File: config.mk
export PLATFORM = sky130hd
export DESIGN_NAME = fsr_status_write
export DESIGN_NICKNAME = d
export VERILOG_FILES = /design/src/design/fsr_pkg.sv /design/src/design/fsr_status_write.sv
export SDC_FILE = /design/constraint.sdc
export NUM_CORES = 1
export LEC_CHECK = 0
export BUFFER_PORTS_ARGS = -buffer_cell sky130_fd_sc_hd__buf_2
export CORE_MARGIN = 8
export CORE_UTILIZATION = 41
export DETAILED_ROUTE_END_ITERATION = 10
export GPL_ROUTABILITY_DRIVEN = 0
export GPL_TIMING_DRIVEN = 0
export PLACE_DENSITY_LB_ADDON = 0.08
export RECOVER_POWER = 25
export SETUP_SLACK_MARGIN = 0.2
export SLEW_MARGIN = 20
export SYNTH_ARGS = -nofsm -noshare
export SYNTH_HDL_FRONTEND = slang
export SYNTH_SLANG_ARGS = --single-unit
File: constraint.sdc
create_clock -name mclk -period 2.9 [get_ports mclk]
set_input_delay 0.435 -clock mclk [delete_from_list [all_inputs] [get_ports mclk]]
set_output_delay 0.435 -clock mclk [all_outputs]
set_load 0.03 [all_outputs]
File: src/design/fsr_pkg.sv
/*
  Package for the flash status-register write block: opcodes, field
  positions, reset values and the packed layout of status byte two.
  Assumes it is compiled before any design file that names it.
*/
package fsr_pkg;

  // ----------------------------------------------------------------
  // opcodes and framing
  // ----------------------------------------------------------------
  localparam logic [7:0] OPC_WR_STATUS_ONE = 8'h01;
  localparam logic [7:0] OPC_WR_STATUS_TWO = 8'h31;
  localparam logic [2:0] BIT_CNT_LAST = 3'h7;

  // ----------------------------------------------------------------
  // data byte field positions
  // ----------------------------------------------------------------
  localparam int LOCK_POS = 7;
  localparam int GLOB_HI_POS = 5;
  localparam int GLOB_LO_POS = 2;
  localparam int RESET_EN_POS = 4;
  localparam int LOCKDOWN_EN_POS = 3;

  // ----------------------------------------------------------------
  // reset values
  // ----------------------------------------------------------------
  localparam logic LOCK_RST = 1'b0;
  localparam logic LATCH_RST = 1'b0;
  localparam logic RESET_EN_RST = 1'b0;
  localparam logic LOCKDOWN_EN_RST = 1'b0;
  localparam logic [2:0] SR2_RSVD_VAL = 3'h0;

  typedef struct packed {
    logic [2:0] rsvd;
    logic reset_cmd_enable;
    logic lockdown_cmd_enable;
    logic program_suspended_flag;
    logic erase_suspended_flag;
    logic ready_busy_flag;
  } fsr_sr2_t;

  typedef enum logic [1:0] {
    ST_IDLE,
    ST_OPCODE,
    ST_DATA,
    ST_SKIP
  } fsr_state_t;

endpackage

File: src/design/fsr_status_write.sv
/*
  Status-register control of a serial flash: write-status commands one
  and two, lockdown-enable, reset-enable, suspend and busy flags.
  Assumes the serial pins arrive asynchronously and are oversampled by
  mclk (serial clock well below mclk / 4); neighbouring command logic
  on mclk sends single-cycle request pulses.
*/
// Function
// - lockdown enable is zero at power-up; lockdown and freeze are ignored while zero
// - lockdown enable never self-clears; only write-status two, an accepted freeze or power cycle changes it
// - after a freeze the lockdown enable is forced to zero until the next rstn reset
// - program-suspend and erase-suspend are reported as two separate flags
// - busy flag is one during internal work; host polls until it drops
// - write-status one is opcode 01h plus one data byte; extra bytes ignored
// - byte one: bit 7 lock value, bits 5..2 global protect code
// - on chip-select release after a valid command one, lock updates, latch clears
// - global protect or unprotect follows bits 5..2 and the prior lock value
// - short byte or off-boundary release aborts command one but clears the latch
// - with write-protect asserted lock may only be set; a clear is ignored
// - only write-status two changes reset enable; write-status two or freeze changes lockdown enable; both need latch set
// - write-status two is 31h plus a byte: bit 4 reset, bit 3 lockdown
// - valid command two updates reset enable, lockdown enable unless frozen, clears latch
// - short or off-boundary command two aborts, enables kept, latch cleared
// - reset enable is zero at power-up; reset commands are ignored while zero
// - with the latch clear, protection, lockdown and status writes are refused
`timescale 1ns/10ps
`default_nettype none

module fsr_status_write (
  input wire logic mclk,
  input wire logic rstn,
  input wire logic cs_n_pin,
  input wire logic sclk_pin,
  input wire logic si_pin,
  input wire logic wp_n_pin,
  input wire logic busy_in,
  input wire logic prog_susp_in,
  input wire logic erase_susp_in,
  input wire logic latch_set,
  input wire logic latch_clr,
  input wire logic lockdown_req,
  input wire logic freeze_req,
  input wire logic reset_req,
  output fsr_pkg::fsr_sr2_t status_byte_two,
  output logic protection_lock_bit,
  output logic write_enable_latch,
  output logic lockdown_frozen,
  output logic lockdown_accept,
  output logic freeze_accept,
  output logic reset_accept,
  output logic glob_op_req,
  output logic [3:0] glob_op_code
);

  // ----------------------------------------------------------------
  // pin synchronisers, two flops before any logic
  // ----------------------------------------------------------------
  logic [3:0] pin_m_q;
  logic [3:0] pin_s_q;
  logic cs_n_d_q;
  logic sclk_d_q;
  wire cs_n_s = pin_s_q[0];
  wire sclk_s = pin_s_q[1];
  wire si_s = pin_s_q[2];
  wire wp_n_s = pin_s_q[3];
  wire cs_fall = cs_n_d_q && !cs_n_s;
  wire cs_rise = !cs_n_d_q && cs_n_s;
  wire sclk_rise = !sclk_d_q && sclk_s && !cs_n_s;

  always_ff @(posedge mclk or negedge rstn) begin
    if (!rstn) begin
      pin_m_q <= 4'hf;
      pin_s_q <= 4'hf;
      cs_n_d_q <= 1'b1;
      sclk_d_q <= 1'b1;
    end else begin
      pin_m_q <= {wp_n_pin, si_pin, sclk_pin, cs_n_pin};
      pin_s_q <= pin_m_q;
      cs_n_d_q <= cs_n_s;
      sclk_d_q <= sclk_s;
    end
  end

  // ----------------------------------------------------------------
  // command framing
  // ----------------------------------------------------------------
  fsr_pkg::fsr_state_t state_q, state_d;
  logic [2:0] bit_cnt_q;
  logic [7:0] shift_q;
  logic [7:0] opcode_q;
  logic [7:0] data_q;
  logic lockdown_cmd_q;
  logic reset_cmd_q;

  wire [7:0] shift_d = {shift_q[6:0], si_s};
  wire byte_done = sclk_rise && (bit_cnt_q == fsr_pkg::BIT_CNT_LAST);

  always_comb begin
    state_d = state_q;
    if (cs_fall) begin
      state_d = fsr_pkg::ST_OPCODE;
    end else if (cs_rise) begin
      state_d = fsr_pkg::ST_IDLE;
    end else if (byte_done) begin
      unique case (state_q)
        fsr_pkg::ST_OPCODE: state_d = fsr_pkg::ST_DATA;
        fsr_pkg::ST_DATA: state_d = fsr_pkg::ST_SKIP;
        fsr_pkg::ST_SKIP: state_d = fsr_pkg::ST_SKIP;
        fsr_pkg::ST_IDLE: state_d = fsr_pkg::ST_IDLE;
      endcase
    end
  end

  always_ff @(posedge mclk or negedge rstn) begin
    if (!rstn) begin
      state_q <= fsr_pkg::ST_IDLE;
      bit_cnt_q <= 3'h0;
      shift_q <= 8'h00;
      opcode_q <= 8'h00;
      data_q <= 8'h00;
    end else begin
      state_q <= state_d;
      if (cs_fall) begin
        bit_cnt_q <= 3'h0;
      end else if (sclk_rise) begin
        bit_cnt_q <= bit_cnt_q + 3'h1;
        shift_q <= shift_d;
      end
      if (byte_done && state_q == fsr_pkg::ST_OPCODE) begin
        opcode_q <= shift_d;
      end
      if (byte_done && state_q == fsr_pkg::ST_DATA) begin
        data_q <= shift_d;
      end
    end
  end

  // ----------------------------------------------------------------
  // command decode at chip-select release
  // ----------------------------------------------------------------
  wire opc_known = (state_q == fsr_pkg::ST_DATA) || (state_q == fsr_pkg::ST_SKIP);
  wire is_wr1 = opcode_q == fsr_pkg::OPC_WR_STATUS_ONE;
  wire is_wr2 = opcode_q == fsr_pkg::OPC_WR_STATUS_TWO;
  // a truncated or unknown opcode leaves the latch alone; a full 01h or 31h opcode clears it
  wire wr_end = cs_rise && opc_known && (is_wr1 || is_wr2) && write_enable_latch;
  wire frame_ok = (state_q == fsr_pkg::ST_SKIP) && (bit_cnt_q == 3'h0);
  wire new_lock = data_q[fsr_pkg::LOCK_POS];
  wire wp_block = !wp_n_s && protection_lock_bit && !new_lock;
  wire wr1_ok = wr_end && is_wr1 && frame_ok && !wp_block;
  wire wr2_ok = wr_end && is_wr2 && frame_ok;
  wire glob_go = wr1_ok && !protection_lock_bit;
  wire lockdown_ok = lockdown_req && lockdown_cmd_q && write_enable_latch;
  wire freeze_ok = freeze_req && lockdown_cmd_q && write_enable_latch;

  // ----------------------------------------------------------------
  // status bits
  // ----------------------------------------------------------------

  always_ff @(posedge mclk or negedge rstn) begin
    if (!rstn) begin
      protection_lock_bit <= fsr_pkg::LOCK_RST;
      write_enable_latch <= fsr_pkg::LATCH_RST;
      lockdown_cmd_q <= fsr_pkg::LOCKDOWN_EN_RST;
      reset_cmd_q <= fsr_pkg::RESET_EN_RST;
      lockdown_frozen <= 1'b0;
    end else begin
      if (wr1_ok) begin
        protection_lock_bit <= new_lock;
      end
      // a set request in the same cycle as a clear wins
      if (latch_set) begin
        write_enable_latch <= 1'b1;
      end else if (wr_end || latch_clr) begin
        write_enable_latch <= 1'b0;
      end
      if (freeze_ok) begin
        lockdown_frozen <= 1'b1;
      end
      if (freeze_ok || lockdown_frozen) begin
        lockdown_cmd_q <= 1'b0;
      end else if (wr2_ok) begin
        lockdown_cmd_q <= data_q[fsr_pkg::LOCKDOWN_EN_POS];
      end
      if (wr2_ok) begin
        reset_cmd_q <= data_q[fsr_pkg::RESET_EN_POS];
      end
    end
  end

  // ----------------------------------------------------------------
  // registered outputs
  // ----------------------------------------------------------------
  wire fsr_pkg::fsr_sr2_t status_d = '{
    rsvd: fsr_pkg::SR2_RSVD_VAL,
    reset_cmd_enable: reset_cmd_q,
    lockdown_cmd_enable: lockdown_cmd_q,
    program_suspended_flag: prog_susp_in,
    erase_suspended_flag: erase_susp_in,
    ready_busy_flag: busy_in
  };

  always_ff @(posedge mclk or negedge rstn) begin
    if (!rstn) begin
      status_byte_two <= '0;
      lockdown_accept <= 1'b0;
      freeze_accept <= 1'b0;
      reset_accept <= 1'b0;
      glob_op_req <= 1'b0;
      glob_op_code <= 4'h0;
    end else begin
      status_byte_two <= status_d;
      lockdown_accept <= lockdown_ok;
      freeze_accept <= freeze_ok;
      reset_accept <= reset_req && reset_cmd_q;
      glob_op_req <= glob_go;
      if (glob_go) begin
        glob_op_code <= data_q[fsr_pkg::GLOB_HI_POS:fsr_pkg::GLOB_LO_POS];
      end
    end
  end
endmodule

`default_nettype wire

Word-level counts from Yosys, hierarchy flattened
Cells that the tools add are included.
Widths: inputs -> output; s select.

cells by class
  add/subtract/negate cells = 1
  eq/ne operators = 6
  muxes and demuxes = 10
  bitwise operators = 1
  reduce and logical (&&, ||, !) cells = 43

operators with widths
  kind                 count
  $logic_and 1x1->1    24
  $eq 8x1->1 const B   1
  $eq 8x6->1 const B   1
  $logic_not 1->1      7
  $mux 2               3
  $mux 3               2
  $pmux 2 s3           1
  $reduce_bool 2->1    3
  $eq 2x2->1 const B   2
  $logic_or 1x1->1     4
  $mux 1               4
  $add 3x1->3 const B  1
  $eq 3x3->1 const B   1
  $logic_not 3->1      1
  $reduce_bool 3->1    1
  $eq 2x1->1 const B   1
  $logic_not 2->1      1
  $reduce_and 2->1     1
  $reduce_or 2->1      1
  $not 1->1            1

word-level totals
  register bits after elaboration = 56
  input bits = 14
  output and inout bits = 19
  word-level logic and storage cells = 85

Depth between registers and ports, before layout
  depth in word-level cells = 9
  gate-level depth with buffers = 6

Worst setup path before layout
OpenSTA, ideal clock, no wires.

  path kind = register -> register
  start point = reg opcode_q[3]
  end point = reg glob_op_code[0]
  setup time = 0.125 ns
  data arrival time = 1.633 ns
  data required time = 2.775 ns
  slack = 1.142 ns
  stages on the path, launching flop included = 5
  path buffers = 0
  period minus slack after synthesis = 1.758 ns
  cell sequence = dfrtp_1 > or4_4 > nor2_4 > and4b_4 > mux2_4

between the ends
  longest elaborated chain between the ends = 8
  elaborated cells between the ends (all ways) = 9

RTL lines
  item                                      line                                              RTL
  start, declared                           fsr_status_write.sv:90                            logic [7:0] opcode_q;
  start signal, assigned                    fsr_status_write.sv:130                           opcode_q <= shift_d;
  $eq 8x1->1 or $eq 8x6->1 (tied branches)  fsr_status_write.sv:142, fsr_status_write.sv:143
  $logic_or 1x1->1                          fsr_status_write.sv:145                           wire wr_end = cs_rise && opc_known && (is_wr1 || is_wr2) && write_enable_latch;
  $logic_and 1x1->1 (2 in series)           fsr_status_write.sv:145
  $logic_and 1x1->1 (*) (3 in series)       fsr_status_write.sv:149                           wire wr1_ok = wr_end && is_wr1 && frame_ok && !wp_block;
  $logic_and 1x1->1 (*)                     fsr_status_write.sv:151                           wire glob_go = wr1_ok && !protection_lock_bit;
  end signal, assigned                      fsr_status_write.sv:217                           glob_op_code <= data_q[fsr_pkg::GLOB_HI_POS:fsr_pkg::GLOB_LO_POS];
  end, declared                             fsr_status_write.sv:52                            output logic [3:0] glob_op_code

Every way passes the cells marked *; elsewhere a longest branch is shown, timed or not.
A chain may end at the register's enable or synchronous reset.

Final worst setup path
  start point = reg pin_s_q[1]
  end point = reg data_q[5]

between the ends
  longest elaborated chain between the ends = 4

RTL lines
  item                             line                     RTL
  start, declared                  fsr_status_write.sv:59   logic [3:0] pin_s_q;
  start signal, assigned           fsr_status_write.sv:78   pin_s_q <= pin_m_q;
  $logic_and 1x1->1 (2 in series)  fsr_status_write.sv:68   wire sclk_rise = !sclk_d_q && sclk_s && !cs_n_s;
  $logic_and 1x1->1                fsr_status_write.sv:96   wire byte_done = sclk_rise && (bit_cnt_q == fsr_pkg::BIT_CNT_LAST);
  $logic_and 1x1->1                fsr_status_write.sv:132  if (byte_done && state_q == fsr_pkg::ST_DATA) begin
  end signal, assigned             fsr_status_write.sv:133  data_q <= shift_d;
  end, declared                    fsr_status_write.sv:91   logic [7:0] data_q;

Every way passes these cells.

==> impl_metrics.py <==
metrics = {
    "outcome": {
        "outcome": "finished, final reports clean",
    },
    "clock_network": {
        "post_cts_buffers": 0,
        "cts_buffers": 5,
        "cts_tree": "yes",
        "clock_sinks": 53,
        "hold_buffers": 0,
        "clock_latency_ps": 300,
        "clk_pin_slew_worst_paths_ps": 90,
        "clockRootBuffer": "clkbuf_8",
        "ctsHtreeMaxLevel": 2,
        "cts_resized": 0,
        "cts_max_path_buffers": 2,
    },
    "critical_path": {
        "critPathLaunchType": "register",
        "reg2reg_depth": 3,
        "critPathMaxFanout": 8,
        "r2r-end": "data_q[5]$_DFFE_PN0P_",
        "r2r_start": "pin_s_q[1]$_DFF_PN1_",
        "critPathArrivalTime_ps": 2170,
        "cp_data_required_time_ps": 3090,
        "regToRegSetupSlack_ps": 910,
        "crit_path_end_kind": "register",
        "critPathKind": "register to register",
    },
    "sta": {
        "post-route-min-period_ps": 1990,
        "setup_violations": 0,
        "setup_slack_ps": 913,
        "relSlewSlack_pct": 15.9,
        "fmax_mhz": 503,
        "rsz0062_at_grt": "no",
        "post-route-period-util_pct": 68.5,
        "hold_viol": 0,
        "fin_setup_tns_ps": 0,
        "tightest_slew_ps": 1260,
        "fin_skew_ps": 7.49,
        "slew_violations": 0,
    },
    "die": {
        "start_util_pct": 41.6,
        "die_x_um": 87.1,
        "io_pins": 33,
        "row_count": 26,
        "coreArea_mm2": 0.00498,
        "die_h_um": 87.1,
        "die_area_mm2": 0.00758,
    },
    "placement": {
        "port_buffers": 29,
        "place_area_mm2": 0.00231,
        "place_hpwl_um": 2430,
        "pre_cts_ws_ps": 931,
    },
    "synthesis": {
        "avgSynthCellArea_um2": 15.1,
        "ys.flop_type": "dfrtp_1",
        "synth-seq-cells": 53,
        "async_flop_share_pct": 100,
        "syn_inst": 137,
        "synthesis.area_mm2": 0.00207,
        "ys_warn_count": 0,
        "synth.distinct_cells": 35,
        "seq_area_frac_synth_pct": 64.6,
        "synth-edff-count": 0,
    },
    "routing": {
        "drt_iter0_drc": 24,
        "postRouteAntennaNets": 0,
        "routed_wl_um": 3330,
        "wl_per_cell_um": 13.6,
        "drt-pass1-iter-count": 4,
        "drc": 0,
        "viasPerCell": 4.63,
        "num_vias": 1139,
    },
    "grt": {
        "grt_pass1_wl_um": 5690,
        "grt_max_degree": 54,
        "antenna_found_initial": 0,
        "grt_pass1_vias": 1249,
        "overflow": 0,
        "track_usage_pct": 9.75,
    },
    "final_layout": {
        "final_cell_mix": "43 x dfrtp_1, 29 x buf_2, 19 x mux2_2",
        "final_common_cell": "dfrtp_1",
        "utilization_pct": 48.2,
        "area_growth_pct": 15.8,
        "n_antenna_cell": 0,
        "final_nets": 194,
        "fin_area_mm2": 0.00240,
        "drive_gt1_share_pct": 46.6,
    },
    "power": {
        "totalPowerFinal_mw": 1.39,
        "p_seq_share_pct": 61.8,
        "p_leak_nw": 1.22,
        "powerDensity_mw_per_mm2": 580,
        "p_comb_share_pct": 9.5,
        "switchingPower_mw": 0.356,
        "internal-power_mw": 1.03,
        "ir_drop_mv": 0.278,
        "swShare_pct": 25.6,
        "clkPwrFrac_pct": 28.7,
    },
    "min_path": {
        "hold_path_depth": 1,
        "hp-start": "wp_n_pin",
        "holdCritPathClass": "input pin to register",
        "hold_path_end": "pin_m_q[3]$_DFF_PN1_",
    },
    "job": {
        "max-cap-violations": 0,
    },
}
[per-stage QoR]
step | std cells | hold slack (ps)
final | 246 | 220
after global routing | 246 | 205
after CTS | 246 | 210
after detailed placement | 238 | 348
after global placement | 238 | 346
after floorplan | 139 | 139
[worst max-delay path: stages, from the launching register on]
cell      delay (ps)
dfstp_2          540
nor3b_2          490
nand4b_1         450
mux2_2           400
[cell usage after synthesis, types with 2 or more instances]
cell	instances	area, um^2
nand4b_1	2	17.5
and2_1	2	12.5
buf_4	3	22.5
dfstp_2	10	263
and3_1	2	12.5
mux2_4	4	60.1
ha_1	5	62.6
nand3_1	2	10.0
mux2_1	2	22.5
mux2_2	19	214
mux2i_1	2	20.0
a21oi_1	4	20.0
inv_1	7	26.3
dfrtp_1	43	1080
nor2_1	10	37.5
[registers in the layout, indices dropped and copies added (netlist names)]
register / cells
opcode_q: 8
shift_q: 7
data_q: 5
status_byte_two: 5
glob_op_code: 4
pin_m_q: 4
pin_s_q: 4
bit_cnt_q: 3
state_q: 2
cs_n_d_q: 1
freeze_accept: 1
glob_op_req: 1
lockdown_accept: 1
lockdown_cmd_q: 1
lockdown_frozen: 1
protection_lock_bit: 1
reset_accept: 1
reset_cmd_q: 1
sclk_d_q: 1
write_enable_latch: 1
[cells by family after synthesis]
family | after synthesis | share of synthesized area (%)
simple gates | 30 | 11.0
other cells | 1 | 0.181
compound gates | 9 | 2.90
fa+ha+maj | 5 | 3.02
buf+inv | 11 | 2.60
xor+xnor | 1 | 0.423
mux | 27 | 15.3
flops | 53 | 64.6
[cell type report]
class                   count  area [um^2]
repair buffers             29          145
multi-input cells          75          687
well taps                  70         87.6
inverters                   7         26.3
clock buffers               5         68.8
plain buffers               4         27.5
flip-flops and latches     53         1340
fillers                   449         2580
clock inverters             3         17.5
[metal layers]
| metal | wire, um | global-route usage, % |
|---|---|---|
| met5 | 0 | 0 |
| met4 | 97 | 5.94 |
| met3 | 266 | 4.15 |
| met2 | 1520 | 15.1 |
| met1 | 1450 | 10.9 |
[power groups by stage]
stage                     Combinational [mW]  Sequential, mW  Clock, mW
after CTS                              0.136           0.862      0.415
final                                  0.132           0.859      0.399
after detailed placement               0.134           0.877          0
after global routing                   0.149           0.872      0.440
after global placement                 0.130           0.873          0
after floorplan                       0.0845           0.867          0
[worst max-delay path by stage]
stage,start,end,slack (ps)
2_1_floorplan,opcode_q[3]$_DFFE_PN0P_,glob_op_code[0]$_DFFE_PN0P_,1140
3_3_place_gp,pin_s_q[1]$_DFF_PN1_,data_q[4]$_DFFE_PN0P_,970
3_5_place_dp,pin_s_q[1]$_DFF_PN1_,data_q[5]$_DFFE_PN0P_,930
4_1_cts,pin_s_q[1]$_DFF_PN1_,data_q[5]$_DFFE_PN0P_,920
5_1_grt,pin_s_q[1]$_DFF_PN1_,data_q[5]$_DFFE_PN0P_,850
6_report,pin_s_q[1]$_DFF_PN1_,data_q[5]$_DFFE_PN0P_,910
Note: power is estimated with default switching activity, not from simulation.
